<file path="src/verilog/btc_params.svh">
// Constants for the bit-test, compare and call execution unit.
// Assumes inclusion by bare name from the package and the design modules.
`ifndef BTC_PARAMS_SVH
`define BTC_PARAMS_SVH

// ****************************************
// Widths
// ****************************************
`define BTC_DW          16
`define BTC_BITSEL_W    4
`define BTC_LIT8_W      8
`define BTC_TGT_W       23
`define BTC_OP_W        5
`define BTC_FLAG_W      6

// ****************************************
// Flag vector positions
// ****************************************
`define BTC_FLG_C       0
`define BTC_FLG_Z       1
`define BTC_FLG_OVF     2
`define BTC_FLG_N       3
`define BTC_FLG_NIBC    4
`define BTC_FLG_FRAME   5

// ****************************************
// Cycle counts
// ****************************************
`define BTC_CYC_BASE    3'h1
`define BTC_CYC_SKIP1   3'h2
`define BTC_CYC_SKIP2   3'h3
`define BTC_CYC_CALL    3'h4
`define BTC_CYC_BRANCH  3'h5
`define BTC_CYC_SFR     3'h1
`define BTC_CALL_WORDS  2'h2
`define BTC_BASE_WORDS  2'h1

`endif

</file>
<file path="src/verilog/btc_pkg.sv">
// Types for the bit-test, compare and call execution unit.
// Assumes btc_params.svh is on the include path.
`include "btc_params.svh"

package btc_pkg;

  // ****************************************
  // Operation codes
  // ****************************************
  typedef enum logic [4:0] {
    BTC_NOP                      = 5'h00,
    BTC_BIT_TEST_SKIP_CLEAR      = 5'h01,
    BTC_BIT_TEST_SKIP_SET        = 5'h02,
    BTC_BIT_TEST_TO_FLAG         = 5'h03,
    BTC_BIT_TEST_THEN_SET        = 5'h04,
    BTC_CALL_DIRECT              = 5'h05,
    BTC_CALL_INDIRECT            = 5'h06,
    BTC_CALL_LONG                = 5'h07,
    BTC_COMPARE_OP               = 5'h08,
    BTC_COMPARE_ZERO_OP          = 5'h09,
    BTC_COMPARE_BORROW_OP        = 5'h0a,
    BTC_COMPARE_SKIP_EQUAL       = 5'h0b,
    BTC_COMPARE_SKIP_GREATER     = 5'h0c,
    BTC_COMPARE_SKIP_LESS        = 5'h0d,
    BTC_COMPARE_SKIP_NOT_EQUAL   = 5'h0e,
    BTC_COMPARE_BRANCH_EQUAL     = 5'h0f,
    BTC_COMPARE_BRANCH_GREATER   = 5'h10,
    BTC_COMPARE_BRANCH_LESS      = 5'h11,
    BTC_COMPARE_BRANCH_NOT_EQUAL = 5'h12
  } btc_op_t;

  typedef enum logic [1:0] {
    BTC_ST_IDLE = 2'b00,
    BTC_ST_BUSY = 2'b01
  } btc_state_t;

endpackage

</file>
<file path="src/verilog/btc_alu.sv">
// Subtractor for the compare family: a - b - borrow with all arithmetic flags.
// Assumes operands are stable for the cycle in which they are presented.
`timescale 1ns/10ps
`include "btc_params.svh"

module btc_alu
  import btc_pkg::*;
(
  input  wire logic [`BTC_DW-1:0] i_a,
  input  wire logic [`BTC_DW-1:0] i_b,
  input  wire logic               i_borrow,
  output logic                    o_c,
  output logic                    o_nib_c,
  output logic                    o_n,
  output logic                    o_ovf,
  output logic                    o_z,
  output logic                    o_eq,
  output logic                    o_gt,
  output logic                    o_lt
);

  // Carry means no borrow, as in the subtract-by-complement form
  wire logic [`BTC_DW:0]   sum_w;
  wire logic [4:0]         nib_w;
  wire logic [`BTC_DW-1:0] res_w;

  assign sum_w = {1'b0, i_a} + {1'b0, ~i_b} + {{`BTC_DW{1'b0}}, ~i_borrow};
  assign nib_w = {1'b0, i_a[3:0]} + {1'b0, ~i_b[3:0]} + {4'h0, ~i_borrow};
  assign res_w = sum_w[`BTC_DW-1:0];

  assign o_c  = sum_w[`BTC_DW];
  assign o_nib_c = nib_w[4];
  assign o_n  = res_w[`BTC_DW-1];
  assign o_ovf = (i_a[`BTC_DW-1] ^ i_b[`BTC_DW-1]) & (i_a[`BTC_DW-1] ^ res_w[`BTC_DW-1]);
  assign o_z  = (res_w == {`BTC_DW{1'b0}});
  // Signed relations for the compare-and-skip/branch forms
  assign o_eq = (i_a == i_b);
  assign o_gt = ($signed(i_a) > $signed(i_b));
  assign o_lt = ($signed(i_a) < $signed(i_b));

endmodule

</file>
<file path="src/verilog/btc_exec.sv">
// Execution unit for bit-test, compare, compare-skip/branch and call instructions.
// Assumes the fetch stage presents one instruction per i_start pulse and waits
// for o_done; operand fetch and stack push are done by the surrounding core.
`timescale 1ns/10ps
`include "btc_params.svh"

// Operation
// - Skip next when selected bit clear
// - Skip next when selected bit set
// - Bit test copies bit to C, or its complement to Z
// - Test bit to flag, then set it
// - Three call forms, four cycles, frame flag
// - Compare subtracts, updates five arithmetic flags
// - Compare against zero, same five flags
// - Compare subtracts borrow from carry too
// - Skip next when two registers equal
// - Branch when equal, five cycles taken
// - Skip on greater, less or unequal
// - Branch on greater, less or unequal
// - Peripheral register access adds one cycle
module btc_exec
  import btc_pkg::*;
(
  input  wire logic                     i_ref_clk,
  input  wire logic                     i_rst_n,
  input  wire logic                     i_start,
  input  wire logic [`BTC_OP_W-1:0]     i_op,
  input  wire logic [`BTC_DW-1:0]       i_opa,
  input  wire logic [`BTC_DW-1:0]       i_opb,
  input  wire logic [`BTC_BITSEL_W-1:0] i_bit_sel,
  input  wire logic                     i_sel_zero,
  input  wire logic                     i_sfr_access,
  input  wire logic                     i_next_two_words,
  input  wire logic [`BTC_TGT_W-1:0]    i_target,
  input  wire logic                     i_stack_frame_active,
  input  wire logic [`BTC_FLAG_W-1:0]   i_flags,
  output logic                          o_busy,
  output logic                          o_done,
  output logic [`BTC_FLAG_W-1:0]        o_flags,
  output logic [`BTC_DW-1:0]            o_result,
  output logic                          o_write_back,
  output logic                          o_skip,
  output logic                          o_branch,
  output logic                          o_call,
  output logic [`BTC_TGT_W-1:0]         o_target,
  output logic [2:0]                    o_cycles,
  output logic [1:0]                    o_words
);

  // ****************************************
  // Decode
  // ****************************************
  btc_op_t op_w;
  assign op_w = btc_op_t'(i_op);

  wire logic is_skip_clr_w = (op_w == BTC_BIT_TEST_SKIP_CLEAR);
  wire logic is_skip_set_w = (op_w == BTC_BIT_TEST_SKIP_SET);
  wire logic is_bit_flag_w = (op_w == BTC_BIT_TEST_TO_FLAG);
  wire logic is_bit_set_w  = (op_w == BTC_BIT_TEST_THEN_SET);
  wire logic is_call_w     = (op_w == BTC_CALL_DIRECT) | (op_w == BTC_CALL_INDIRECT) |
                             (op_w == BTC_CALL_LONG);
  wire logic is_cmp_w      = (op_w == BTC_COMPARE_OP);
  wire logic is_cmp0_w     = (op_w == BTC_COMPARE_ZERO_OP);
  wire logic is_cmpb_w     = (op_w == BTC_COMPARE_BORROW_OP);
  wire logic is_cskip_w    = (op_w >= BTC_COMPARE_SKIP_EQUAL) &
                             (op_w <= BTC_COMPARE_SKIP_NOT_EQUAL);
  wire logic is_cbr_w      = (op_w >= BTC_COMPARE_BRANCH_EQUAL) &
                             (op_w <= BTC_COMPARE_BRANCH_NOT_EQUAL);
  wire logic is_arith_w    = is_cmp_w | is_cmp0_w | is_cmpb_w;

  // ****************************************
  // Bit test
  // ****************************************
  wire logic sel_bit_w = i_opa[i_bit_sel];
  wire logic [`BTC_DW-1:0] set_mask_w = {{(`BTC_DW-1){1'b0}}, 1'b1} << i_bit_sel;

  // ****************************************
  // Compare
  // ****************************************
  wire logic [`BTC_DW-1:0] alu_b_w = is_cmp0_w ? {`BTC_DW{1'b0}} : i_opb;
  wire logic alu_borrow_w = is_cmpb_w ? ~i_flags[`BTC_FLG_C] : 1'b0;
  logic alu_c, alu_nib_c, alu_n, alu_ovf, alu_z, alu_eq, alu_gt, alu_lt;

  btc_alu i_btc_alu (
    .i_a      (i_opa),
    .i_b      (alu_b_w),
    .i_borrow (alu_borrow_w),
    .o_c      (alu_c),
    .o_nib_c  (alu_nib_c),
    .o_n      (alu_n),
    .o_ovf    (alu_ovf),
    .o_z      (alu_z),
    .o_eq     (alu_eq),
    .o_gt     (alu_gt),
    .o_lt     (alu_lt)
  );

  // Relation for skip and branch forms, decoded from the full operation code
  logic rel_w;
  always_comb begin
    unique case (op_w)
      BTC_COMPARE_SKIP_EQUAL,   BTC_COMPARE_BRANCH_EQUAL:     rel_w = alu_eq;
      BTC_COMPARE_SKIP_GREATER, BTC_COMPARE_BRANCH_GREATER:   rel_w = alu_gt;
      BTC_COMPARE_SKIP_LESS,    BTC_COMPARE_BRANCH_LESS:      rel_w = alu_lt;
      BTC_COMPARE_SKIP_NOT_EQUAL, BTC_COMPARE_BRANCH_NOT_EQUAL: rel_w = ~alu_eq;
      default:                                                rel_w = 1'b0;
    endcase
  end

  wire logic skip_w = (is_skip_clr_w & ~sel_bit_w) |
                      (is_skip_set_w & sel_bit_w) |
                      (is_cskip_w & rel_w);
  wire logic branch_w = is_cbr_w & rel_w;

  // ****************************************
  // Flags and cycle count
  // ****************************************
  logic [`BTC_FLAG_W-1:0] flags_w;
  always_comb begin
    flags_w = i_flags;
    if (is_bit_flag_w | is_bit_set_w) begin
      if (i_sel_zero) begin
        flags_w[`BTC_FLG_Z] = ~sel_bit_w;
      end else begin
        flags_w[`BTC_FLG_C] = sel_bit_w;
      end
    end
    if (is_arith_w) begin
      flags_w[`BTC_FLG_C]  = alu_c;
      flags_w[`BTC_FLG_NIBC] = alu_nib_c;
      flags_w[`BTC_FLG_N]  = alu_n;
      flags_w[`BTC_FLG_OVF] = alu_ovf;
      flags_w[`BTC_FLG_Z]  = alu_z;
    end
    if (is_call_w) begin
      flags_w[`BTC_FLG_FRAME] = i_stack_frame_active;
    end
  end

  logic [2:0] base_cyc_w;
  always_comb begin
    if (is_call_w) begin
      base_cyc_w = `BTC_CYC_CALL;
    end else if (branch_w) begin
      base_cyc_w = `BTC_CYC_BRANCH;
    end else if (skip_w) begin
      base_cyc_w = i_next_two_words ? `BTC_CYC_SKIP2 : `BTC_CYC_SKIP1;
    end else begin
      base_cyc_w = `BTC_CYC_BASE;
    end
  end
  // Only non-core registers pay the extra read cycle; core registers do not
  wire logic [2:0] tot_cyc_w = base_cyc_w + (i_sfr_access ? `BTC_CYC_SFR : 3'h0);

  // ****************************************
  // Sequencer: counts out the instruction's cycles
  // ****************************************
  btc_state_t state_q, state_d;
  logic [2:0] cnt_q, cnt_d;
  wire logic accept_w = i_start & (state_q == BTC_ST_IDLE);

  always_comb begin
    state_d = state_q;
    cnt_d   = cnt_q;
    unique case (state_q)
      BTC_ST_IDLE: begin
        if (accept_w) begin
          state_d = BTC_ST_BUSY;
          cnt_d   = tot_cyc_w - 3'h1;
        end
      end
      BTC_ST_BUSY: begin
        if (cnt_q == 3'h0) begin
          state_d = BTC_ST_IDLE;
        end else begin
          cnt_d = cnt_q - 3'h1;
        end
      end
      default: state_d = BTC_ST_IDLE;
    endcase
  end

  logic [`BTC_FLAG_W-1:0] flags_q;
  logic [`BTC_DW-1:0]     result_q;
  logic                   wb_q, skip_q, branch_q, call_q;
  logic [`BTC_TGT_W-1:0]  target_q;
  logic [2:0]             cycles_q;
  logic [1:0]             words_q;

  always_ff @(posedge i_ref_clk or negedge i_rst_n) begin
    if (!i_rst_n) begin
      state_q <= BTC_ST_IDLE;
      cnt_q   <= 3'h0;
    end else begin
      state_q <= state_d;
      cnt_q   <= cnt_d;
    end
  end

  // Results are latched at acceptance and held until the next instruction
  always_ff @(posedge i_ref_clk or negedge i_rst_n) begin
    if (!i_rst_n) begin
      flags_q  <= {`BTC_FLAG_W{1'b0}};
      result_q <= {`BTC_DW{1'b0}};
      wb_q     <= 1'b0;
      skip_q   <= 1'b0;
      branch_q <= 1'b0;
      call_q   <= 1'b0;
      target_q <= {`BTC_TGT_W{1'b0}};
      cycles_q <= 3'h0;
      words_q  <= 2'h0;
    end else if (accept_w) begin
      flags_q  <= flags_w;
      result_q <= i_opa | set_mask_w;
      wb_q     <= is_bit_set_w;
      skip_q   <= skip_w;
      branch_q <= branch_w;
      call_q   <= is_call_w;
      target_q <= i_target;
      cycles_q <= tot_cyc_w;
      words_q  <= (op_w == BTC_CALL_DIRECT) ? `BTC_CALL_WORDS : `BTC_BASE_WORDS;
    end
  end

  assign o_busy       = (state_q == BTC_ST_BUSY);
  assign o_done       = (state_q == BTC_ST_BUSY) & (cnt_q == 3'h0);
  assign o_flags      = flags_q;
  assign o_result     = result_q;
  assign o_write_back = wb_q;
  assign o_skip       = skip_q;
  assign o_branch     = branch_q;
  assign o_call       = call_q;
  assign o_target     = target_q;
  assign o_cycles     = cycles_q;
  assign o_words      = words_q;

  // ****************************************
  // Assertions
  // ****************************************
  logic [2:0] busy_len_q;
  always_ff @(posedge i_ref_clk or negedge i_rst_n) begin
    if (!i_rst_n) begin
      busy_len_q <= 3'h0;
    end else if (accept_w) begin
      busy_len_q <= 3'h1;
    end else if (o_busy & ~o_done) begin
      busy_len_q <= busy_len_q + 3'h1;
    end
  end

  AST_SKIP_CLEAR: assert property (@(posedge i_ref_clk) disable iff (!i_rst_n)
    accept_w & is_skip_clr_w |=> o_skip == ~$past(sel_bit_w))
    else $error("skip-if-clear decision wrong");
  AST_SKIP_SET: assert property (@(posedge i_ref_clk) disable iff (!i_rst_n)
    accept_w & is_skip_set_w |=> (o_skip == $past(sel_bit_w)) && o_flags == $past(i_flags))
    else $error("skip-if-set decision or flags wrong");
  AST_BIT_TO_FLAG: assert property (@(posedge i_ref_clk) disable iff (!i_rst_n)
    accept_w & is_bit_flag_w & ~i_sel_zero |=> o_flags[`BTC_FLG_C] == $past(sel_bit_w))
    else $error("bit test did not reach carry");
  AST_TEST_THEN_SET: assert property (@(posedge i_ref_clk) disable iff (!i_rst_n)
    accept_w & is_bit_set_w |=> o_write_back && o_result[$past(i_bit_sel)])
    else $error("test-then-set did not set bit");
  AST_CALL_LEN: assert property (@(posedge i_ref_clk) disable iff (!i_rst_n)
    accept_w & is_call_w & ~i_sfr_access |=> (o_busy & ~o_done) [*3] ##1 o_done)
    else $error("call not four cycles");
  AST_CMP_ZERO: assert property (@(posedge i_ref_clk) disable iff (!i_rst_n)
    accept_w & is_cmp_w & (i_opa == i_opb) |=> o_flags[`BTC_FLG_Z] && o_flags[`BTC_FLG_C])
    else $error("equal compare flags wrong");
  AST_CMP0_N: assert property (@(posedge i_ref_clk) disable iff (!i_rst_n)
    accept_w & is_cmp0_w |=> o_flags[`BTC_FLG_N] == $past(i_opa[`BTC_DW-1]))
    else $error("compare-with-zero sign wrong");
  AST_BRANCH_LEN: assert property (@(posedge i_ref_clk) disable iff (!i_rst_n)
    o_done & o_branch |-> busy_len_q == (3'h5 - 3'h1) + (o_cycles - 3'h5) + 3'h1
    && o_cycles >= 3'h5)
    else $error("taken branch not five cycles");
  AST_SKIP_TWO: assert property (@(posedge i_ref_clk) disable iff (!i_rst_n)
    accept_w & skip_w & i_next_two_words & ~i_sfr_access |=> o_cycles == 3'h3)
    else $error("two-word skip not three cycles");
  AST_SFR_EXTRA: assert property (@(posedge i_ref_clk) disable iff (!i_rst_n)
    accept_w & is_arith_w & i_sfr_access |=> o_busy ##1 o_done)
    else $error("peripheral access extra cycle missing");

  COV_SKIP: cover property (@(posedge i_ref_clk) disable iff (!i_rst_n) o_done & o_skip);
  COV_BRANCH: cover property (@(posedge i_ref_clk) disable iff (!i_rst_n) o_done & o_branch);
  COV_CALL: cover property (@(posedge i_ref_clk) disable iff (!i_rst_n) o_done & o_call);

endmodule

</file>
<file path="config.mk">
export PLATFORM = sky130hd
export DESIGN_NAME = btc_exec
export DESIGN_NICKNAME = d
export VERILOG_FILES = /design/src/verilog/btc_pkg.sv /design/src/verilog/btc_alu.sv /design/src/verilog/btc_exec.sv
export VERILOG_INCLUDE_DIRS = /design/src /design/src/verilog
export SDC_FILE = /design/constraint.sdc
export NUM_CORES = 1
export LEC_CHECK = 0
export ABC_AREA = 1
export BUFFER_PORTS_ARGS = -buffer_cell sky130_fd_sc_hd__buf_2
export CAP_MARGIN = 10
export CORE_UTILIZATION = 52
export CTS_CLUSTER_SIZE = 40
export DETAILED_ROUTE_END_ITERATION = 6
export PLACE_DENSITY = 0.79
export SYNTH_ARGS = -nofsm -noshare
export SYNTH_HDL_FRONTEND = slang
export SYNTH_HIERARCHICAL = 1
export SYNTH_SLANG_ARGS = --single-unit
</file>
<file path="constraint.sdc">
create_clock -name i_ref_clk -period 1.9 [get_ports i_ref_clk]
set_clock_uncertainty 0.2 [all_clocks]
set_input_delay 0.095 -clock i_ref_clk [delete_from_list [all_inputs] [get_ports i_ref_clk]]
set_output_delay 0.095 -clock i_ref_clk [all_outputs]
set_load 0.03 [all_outputs]
</file>
==> impl_metrics.env, run 1 <==
export IMPL_initial_core_util_pct=54.3
export IMPL_die_x_um=92.3
export IMPL_status="stopped before the end"
export IMPL_synth_seq_cells=58
export IMPL_lastStage="5_1_grt"
export IMPL_error_line="[ERROR GRT-0116] Global routing finished with congestion. Check the congestion regions in the DRC Viewer."
export IMPL_dieHeight_um=92.3
export IMPL_cts_inserted_buffers=9
export IMPL_num_rows=32
export IMPL_port_buffers=132
export IMPL_ctsHtreeMaxLevel=3
export IMPL_clock_sinks=58
export IMPL_ys_warn_count=6
export IMPL_synthesis_nets=740
export IMPL_gp_congestion=0.925
export IMPL_avgSynthCellArea_um2=6.61
export IMPL_overflow=1
export IMPL_io_pins=133
export IMPL_root_buffer="clkbuf_8"
export IMPL_synthCells=642
export IMPL_post_dp_cell_area_um2=5900
export IMPL_grt_pass1_vias=7306
export IMPL_place_hpwl_um=10600
export IMPL_place_inst=970
export IMPL_grt_pass1_wl_um=37400
export IMPL_grt_use_total_pct=57.7
export IMPL_clk_path_buf_depth=2
export IMPL_ys_seq_area_share_pct=34.2
export IMPL_synth_cell_types=37
export IMPL_syn_area_um2=4240
export IMPL_grt_start_max_net_pins=44
-- per-layer routing --
metal  GRT overflow  global-route usage [%]
met5              0                       0
met4              1                    58.2
met3              0                    28.0
met2              0                    85.9
met1              0                    57.3
-- cells by family after synthesis --
family	Yosys count	share of synthesized area, %
compound gates	66	8.91
xor+xnor	2	0.413
fa+ha+maj	21	6.55
buf+inv	122	11.5
flops	58	34.2
mux	1	0.236
simple gates	372	38.2
-- through the flow --
step / setup slack (ns) / util (%) / hold slack [ns] / setup TNS, ns
floorplan: -1.52 / - / -0.401 / -10.74
CTS: -1.49 / 91.6 / 0.0115 / -14.76
detailed placement: -1.98 / 75.6 / -0.0966 / -17.66
global placement: -1.85 / 75.6 / -0.108 / -16.75
-- synth_stat cells --
cell type	instances	share of area, %
a21boi_1	1	0.18
a21boi_2	1	0.27
a21oi_1	21	2.5
a21oi_2	4	0.83
a31oi_1	12	1.8
buf_2	7	0.83
clkbuf_1	5	0.44
clkbuf_8	2	0.65
clkinv_1	3	0.27
dfrtp_1	58	34
fa_1	2	0.94
ha_1	19	5.6
inv_1	90	8.0
inv_2	15	1.3
mux2i_1	1	0.24
nand2_1	212	19
nand2_2	10	1.5
nand2_4	3	0.80
nand3_1	49	5.8
nand3_2	3	0.71
nand3b_1	1	0.18
nand4_1	8	1.2
nor2_1	67	5.9
nor2_2	3	0.44
nor2_4	4	1.1
nor3_1	6	0.71
nor3_2	1	0.24
nor3_4	1	0.38
nor4_1	1	0.15
o21a_1	1	0.18
o21ai_0	23	2.7
o21ai_1	1	0.12
o21ai_2	1	0.21
o31ai_1	1	0.18
or2_2	3	0.44
xnor2_1	1	0.21
xor2_1	1	0.21
-- repair_timing --
action / in CTS
endpoints found under the setup margin: 13
resized for setup: 58
cloned: 1
setup buffers: 46
endpoints found under the hold margin: 96
pin swaps: 33
hold buffers: 45
==> run 2: changes to the inputs <==
--- a/config.mk
+++ b/config.mk
@@ -9,10 +9,9 @@
 export ABC_AREA = 1
 export BUFFER_PORTS_ARGS = -buffer_cell sky130_fd_sc_hd__buf_2
 export CAP_MARGIN = 10
-export CORE_UTILIZATION = 52
-export CTS_CLUSTER_SIZE = 40
+export CORE_UTILIZATION = 40
 export DETAILED_ROUTE_END_ITERATION = 6
-export PLACE_DENSITY = 0.79
+export PLACE_DENSITY_LB_ADDON = 0.15
 export SYNTH_ARGS = -nofsm -noshare
 export SYNTH_HDL_FRONTEND = slang
 export SYNTH_HIERARCHICAL = 1
==> run 2 against run 1 <==
The flow now finishes, with violations (setup timing). Synthesized cell count unchanged. Area after synthesis unchanged.
==> impl_metrics.env, run 2 <==
export IMPL_largest_reg_flops=23
export IMPL_vias=5416
export IMPL_grt_pass1_vias=5303
export IMPL_first_pass_iters=5
export IMPL_hp_class="in -> reg"
export IMPL_worstPathMaxFanout=8
export IMPL_grt_use_total_pct=27.9
export IMPL_root_buffer="clkbuf_8"
export IMPL_overflow=0
export IMPL_synth_flop_cell="dfrtp_1"
export IMPL_power_frac_seq_pct=27.3
export IMPL_place_hpwl_um=10300
export IMPL_die_x_um=105
export IMPL_nFillCells=774
export IMPL_final_util_pct=73.9
export IMPL_antenna_found_initial=0
export IMPL_p_switching_mw=3.58
export IMPL_rsz0062_at_grt="true"
export IMPL_diodes=0
export IMPL_leakage_nw=4.12
export IMPL_drive_above_1_share_pct=46.3
export IMPL_fmax_mhz=286
export IMPL_gp_congestion=0.927
export IMPL_drt_iter0_markers=310
export IMPL_synth_top_area_share_pct=34.2
export IMPL_relSlewSlack_pct=57.8
export IMPL_clkLatencyLatePin_ns=0.34
export IMPL_grt_start_max_net_pins=59
export IMPL_drc_errors=0
export IMPL_switching_share_pct=46.1
export IMPL_finalSetupViolCount=13
export IMPL_period_minus_slack_ns=3.49
export IMPL_ys_warn_count=6
export IMPL_viasPerCell=4.86
export IMPL_routedWlPerCell_um=14.0
export IMPL_vdd_drop_max_uv=994
export IMPL_max_stage_delay_ns=0.28
export IMPL_core_area_um2=10300
export IMPL_grt_pass1_wl_um=24600
export IMPL_clk_path_buf_depth=2
export IMPL_final_common_cell="nand2_1"
export IMPL_power_mw=7.76
export IMPL_reg2reg_depth=5
export IMPL_die_area_um2=11000
export IMPL_async_flop_share_pct=100
export IMPL_required_ns=1.93
export IMPL_cts_inserted_buffers=9
export IMPL_clk_pin_slew_ns=0.08
export IMPL_synth_edff_count=0
export IMPL_power_density_nw_per_um2=1020
export IMPL_yosysMostFrequentCell="nand2_1"
export IMPL_cap_violations=0
export IMPL_post_synth_top_area_cell="dfrtp_1"
export IMPL_instances_no_fill=1114
export IMPL_holdPathStages=4
export IMPL_num_rows=37
export IMPL_cts_tree="done"
export IMPL_hold_viol_final=0
export IMPL_synth_cell_types=37
export IMPL_violations="setup timing"
export IMPL_ys_seq_area_share_pct=34.2
export IMPL_tns_ns=-14.37
export IMPL_finalMaxSlewViolations=0
export IMPL_arrival_ns=3.53
export IMPL_tightest_slew_ns=0.627
export IMPL_cp_end_kind="register"
export IMPL_initial_core_util_pct=41.1
export IMPL_synthesis_nets=740
export IMPL_area_growth_pct=79.8
export IMPL_synth_area_leaders="dfrtp_1 (34%), nand2_1 (19%), inv_1 (8.0%)"
export IMPL_port_buffers=132
export IMPL_critPathSlowestCell="ha_4"
export IMPL_dieHeight_um=105
export IMPL_path_class="in -> reg"
export IMPL_mostFrequentLayoutCells="nand2_1 (182), buf_2 (130), buf_4 (128)"
export IMPL_ctsHtreeMaxLevel=3
export IMPL_drt_antenna_violating_nets=0
export IMPL_syn_area_um2=4240
export IMPL_finalWirelength_um=15600
export IMPL_synth_seq_cells=58
export IMPL_intPower_mw=4.18
export IMPL_pwr_share_comb_pct=56.3
export IMPL_place_inst=1011
export IMPL_start_kind="input pin"
export IMPL_synthCells=642
export IMPL_nets=1071
export IMPL_synthTopCellsByCount="nand2_1 (212), inv_1 (90), nor2_1 (67)"
export IMPL_fin_ws_ns=-1.59
export IMPL_io_pins=133
export IMPL_fin_crit_sh_pct=184
export IMPL_pwr_share_clk_pct=16.4
export IMPL_avgSynthCellArea_um2=6.61
export IMPL_clock_sinks=58
export IMPL_post_place_ws_ns=-1.96
export IMPL_status="finished, violations left"
run 2: cell type report:
cell class	instances	area [um^2]	area share, %
flip-flops and latches	58	1450	19.0
clock buffers	9	124	1.62
well taps	136	170	2.23
inverters	108	427	5.59
clock inverters	7	93.8	1.23
multi-input cells	462	2890	37.9
repair buffers	334	2470	32.4
run 2: kinds of logic (layout without fill, tap and decap cells):
group / after synthesis / in the layout / share of synthesized area [%]
DFF: 58 / 58 / 34.2
adders and majority gates: 21 / 21 / 6.55
AOI/OAI and AO/OA: 66 / 66 / 8.91
muxes: 1 / 1 / 0.236
xor gates and xnor gates: 2 / 2 / 0.413
buffers and inverters: 122 / 458 / 11.5
and+or+nand+nor: 372 / 372 / 38.2
run 2: what timing repair did:
item                                    CTS  global route
resized for setup                        61            86
pin swaps                                34            54
hold endpoints to repair                 99             0
cloned                                    1             0
endpoints found under the setup margin   13            13
hold buffers                             44             0
setup buffers                            33            16
run 2: critical path, delay by kind of cell:
family / cells / cell delay [ns]
AO/OA/AOI/OAI: 3 / 0.30
XOR/XNOR: 1 / 0.16
AND/OR/NAND/NOR: 18 / 1.57
adder cells (fa/ha/maj): 4 / 0.84
buffers and inverters: 6 / 0.48
multiplexers: 1 / 0.07
run 2: power groups by stage:
stage,Combinational [mW],Sequential (mW),Clock (mW)
floorplan,1.34,3.14,0
global placement,3.63,2.07,0
detailed placement,3.69,2.11,0
CTS,3.97,2.09,1.29
global route,4.70,2.18,1.36
finish,4.37,2.12,1.27
run 2: routing by layer:
metal / part of all wire [%] / GRT usage, %
met2: 48 / 47.5
met1: 43 / 36.0
met3: 6.0 / 4.62
met5: 0 / 0
met4: 2.5 / 8.65
run 2: metrics by stage:
| step | area [um^2] | hold WS [ns] |
|---|---|---|
| 2_1_floorplan | 4350 | -0.401 |
| 3_3_place_gp | 6010 | -0.0829 |
| 3_5_place_dp | 6010 | -0.0796 |
| 4_1_cts | 7190 | 0.000787 |
| 5_1_grt | 7630 | 0.0269 |
| 6_report | 7630 | 0.0275 |
run 2: path summary, 6_finish.rpt:
check | start | to | slack [ns]
worst max-delay path | i_op[4] | cnt_q[2] | -1.59
worst min register to register | o_target[19] | o_target[19] | 0.28
max in group asynchronous | i_rst_n | o_target[17] | 1.14
worst max register to register | state_q[0] | cnt_q[1] | -0.08
worst min-delay path | i_bit_sel[3] | o_result[8] | 0.03
min in group asynchronous | i_rst_n | o_result[4] | 0.09
Power figures use the tool's default switching activity.
==> run 3: changes to the inputs <==
--- a/config.mk
+++ b/config.mk
@@ -9,7 +9,7 @@
 export ABC_AREA = 1
 export BUFFER_PORTS_ARGS = -buffer_cell sky130_fd_sc_hd__buf_2
 export CAP_MARGIN = 10
-export CORE_UTILIZATION = 40
+export CORE_UTILIZATION = 52
 export DETAILED_ROUTE_END_ITERATION = 6
 export PLACE_DENSITY_LB_ADDON = 0.15
 export SYNTH_ARGS = -nofsm -noshare
==> run 3 against run 2 <==
The flow now stops in 5_1_grt. Synthesized cell count unchanged. Area after synthesis is the same.
==> impl_metrics.env, run 3 <==
export IMPL_overflow=39
export IMPL_worst_ep_kind="register data pin"
export IMPL_clk_path_buf_depth=2
export IMPL_place_hpwl_um=10300
export IMPL_synth_flop_cell="dfrtp_1"
export IMPL_synthesis_nets=740
export IMPL_lastStage="5_1_grt"
export IMPL_io_pins=133
export IMPL_ys_warn_count=6
export IMPL_initial_core_util_pct=54.3
export IMPL_synth_seq_cells=58
export IMPL_error_line="[ERROR GRT-0232] Routing congestion too high. Check the congestion heatmap in the GUI."
export IMPL_post_place_ws_ns=-2.07
export IMPL_syn_area_um2=4240
export IMPL_synthTopCellsByCount="nand2_1 (212), inv_1 (90), nor2_1 (67)"
export IMPL_avgSynthCellArea_um2=6.61
export IMPL_die_x_um=92.3
export IMPL_dieHeight_um=92.3
export IMPL_ys_seq_area_share_pct=34.2
export IMPL_synth_edff_count=0
export IMPL_gp_congestion=0.930
export IMPL_post_synth_top_area_cell="dfrtp_1"
export IMPL_synthCells=642
export IMPL_clock_sinks=58
export IMPL_synth_cell_types=37
export IMPL_grt_use_total_pct=63.7
export IMPL_grt_start_max_net_pins=53
export IMPL_cts_inserted_buffers=9
export IMPL_ctsHtreeMaxLevel=3
export IMPL_async_flop_share_pct=100
export IMPL_synth_area_leaders="dfrtp_1 (34%), nand2_1 (19%), inv_1 (8.0%)"
export IMPL_worst_endpoint="cnt_q[2]$_DFFE_PN0P_/D"
export IMPL_status="stopped before the end"
export IMPL_place_inst=972
export IMPL_synth_top_area_share_pct=34.2
export IMPL_yosysMostFrequentCell="nand2_1"
export IMPL_root_buffer="clkbuf_8"
export IMPL_num_rows=32
export IMPL_port_buffers=132
[run 3: cell counts after synthesis]
No cell type changed its count.
[run 3: cells by family after synthesis]
kind of cell / synth area share [%]
AO/OA/AOI/OAI: 8.91
XOR/XNOR: 0.413
adder cells (fa/ha/maj): 6.55
buffers and inverters: 11.5
flip-flops: 34.2
multiplexers: 0.236
AND/OR/NAND/NOR: 38.2
[run 3: stage by stage]
step / TNS (ns) / area, um^2 / utilization [%]
after floorplan: -10.74 / 4350 / -
after global placement: -18.57 / 5930 / 76.0
after detailed placement: -19.59 / 5930 / 76.0
after CTS: -11.84 / 7030 / 90.0
[run 3: repair_timing]
item                                    4_1_cts
endpoints found under the setup margin       13
gates resized for setup                      72
pin swaps                                    37
hold buffers                                 44
buffers inserted                             20
hold endpoints to repair                     97
[run 3: per-layer routing]
| layer | overflow | GRT usage, % |
|---|---|---|
| met5 | 0 | 4.49 |
| met2 | 25 | 88.8 |
| met1 | 0 | 60.9 |
| met4 | 14 | 67.7 |
| met3 | 0 | 39.7 |
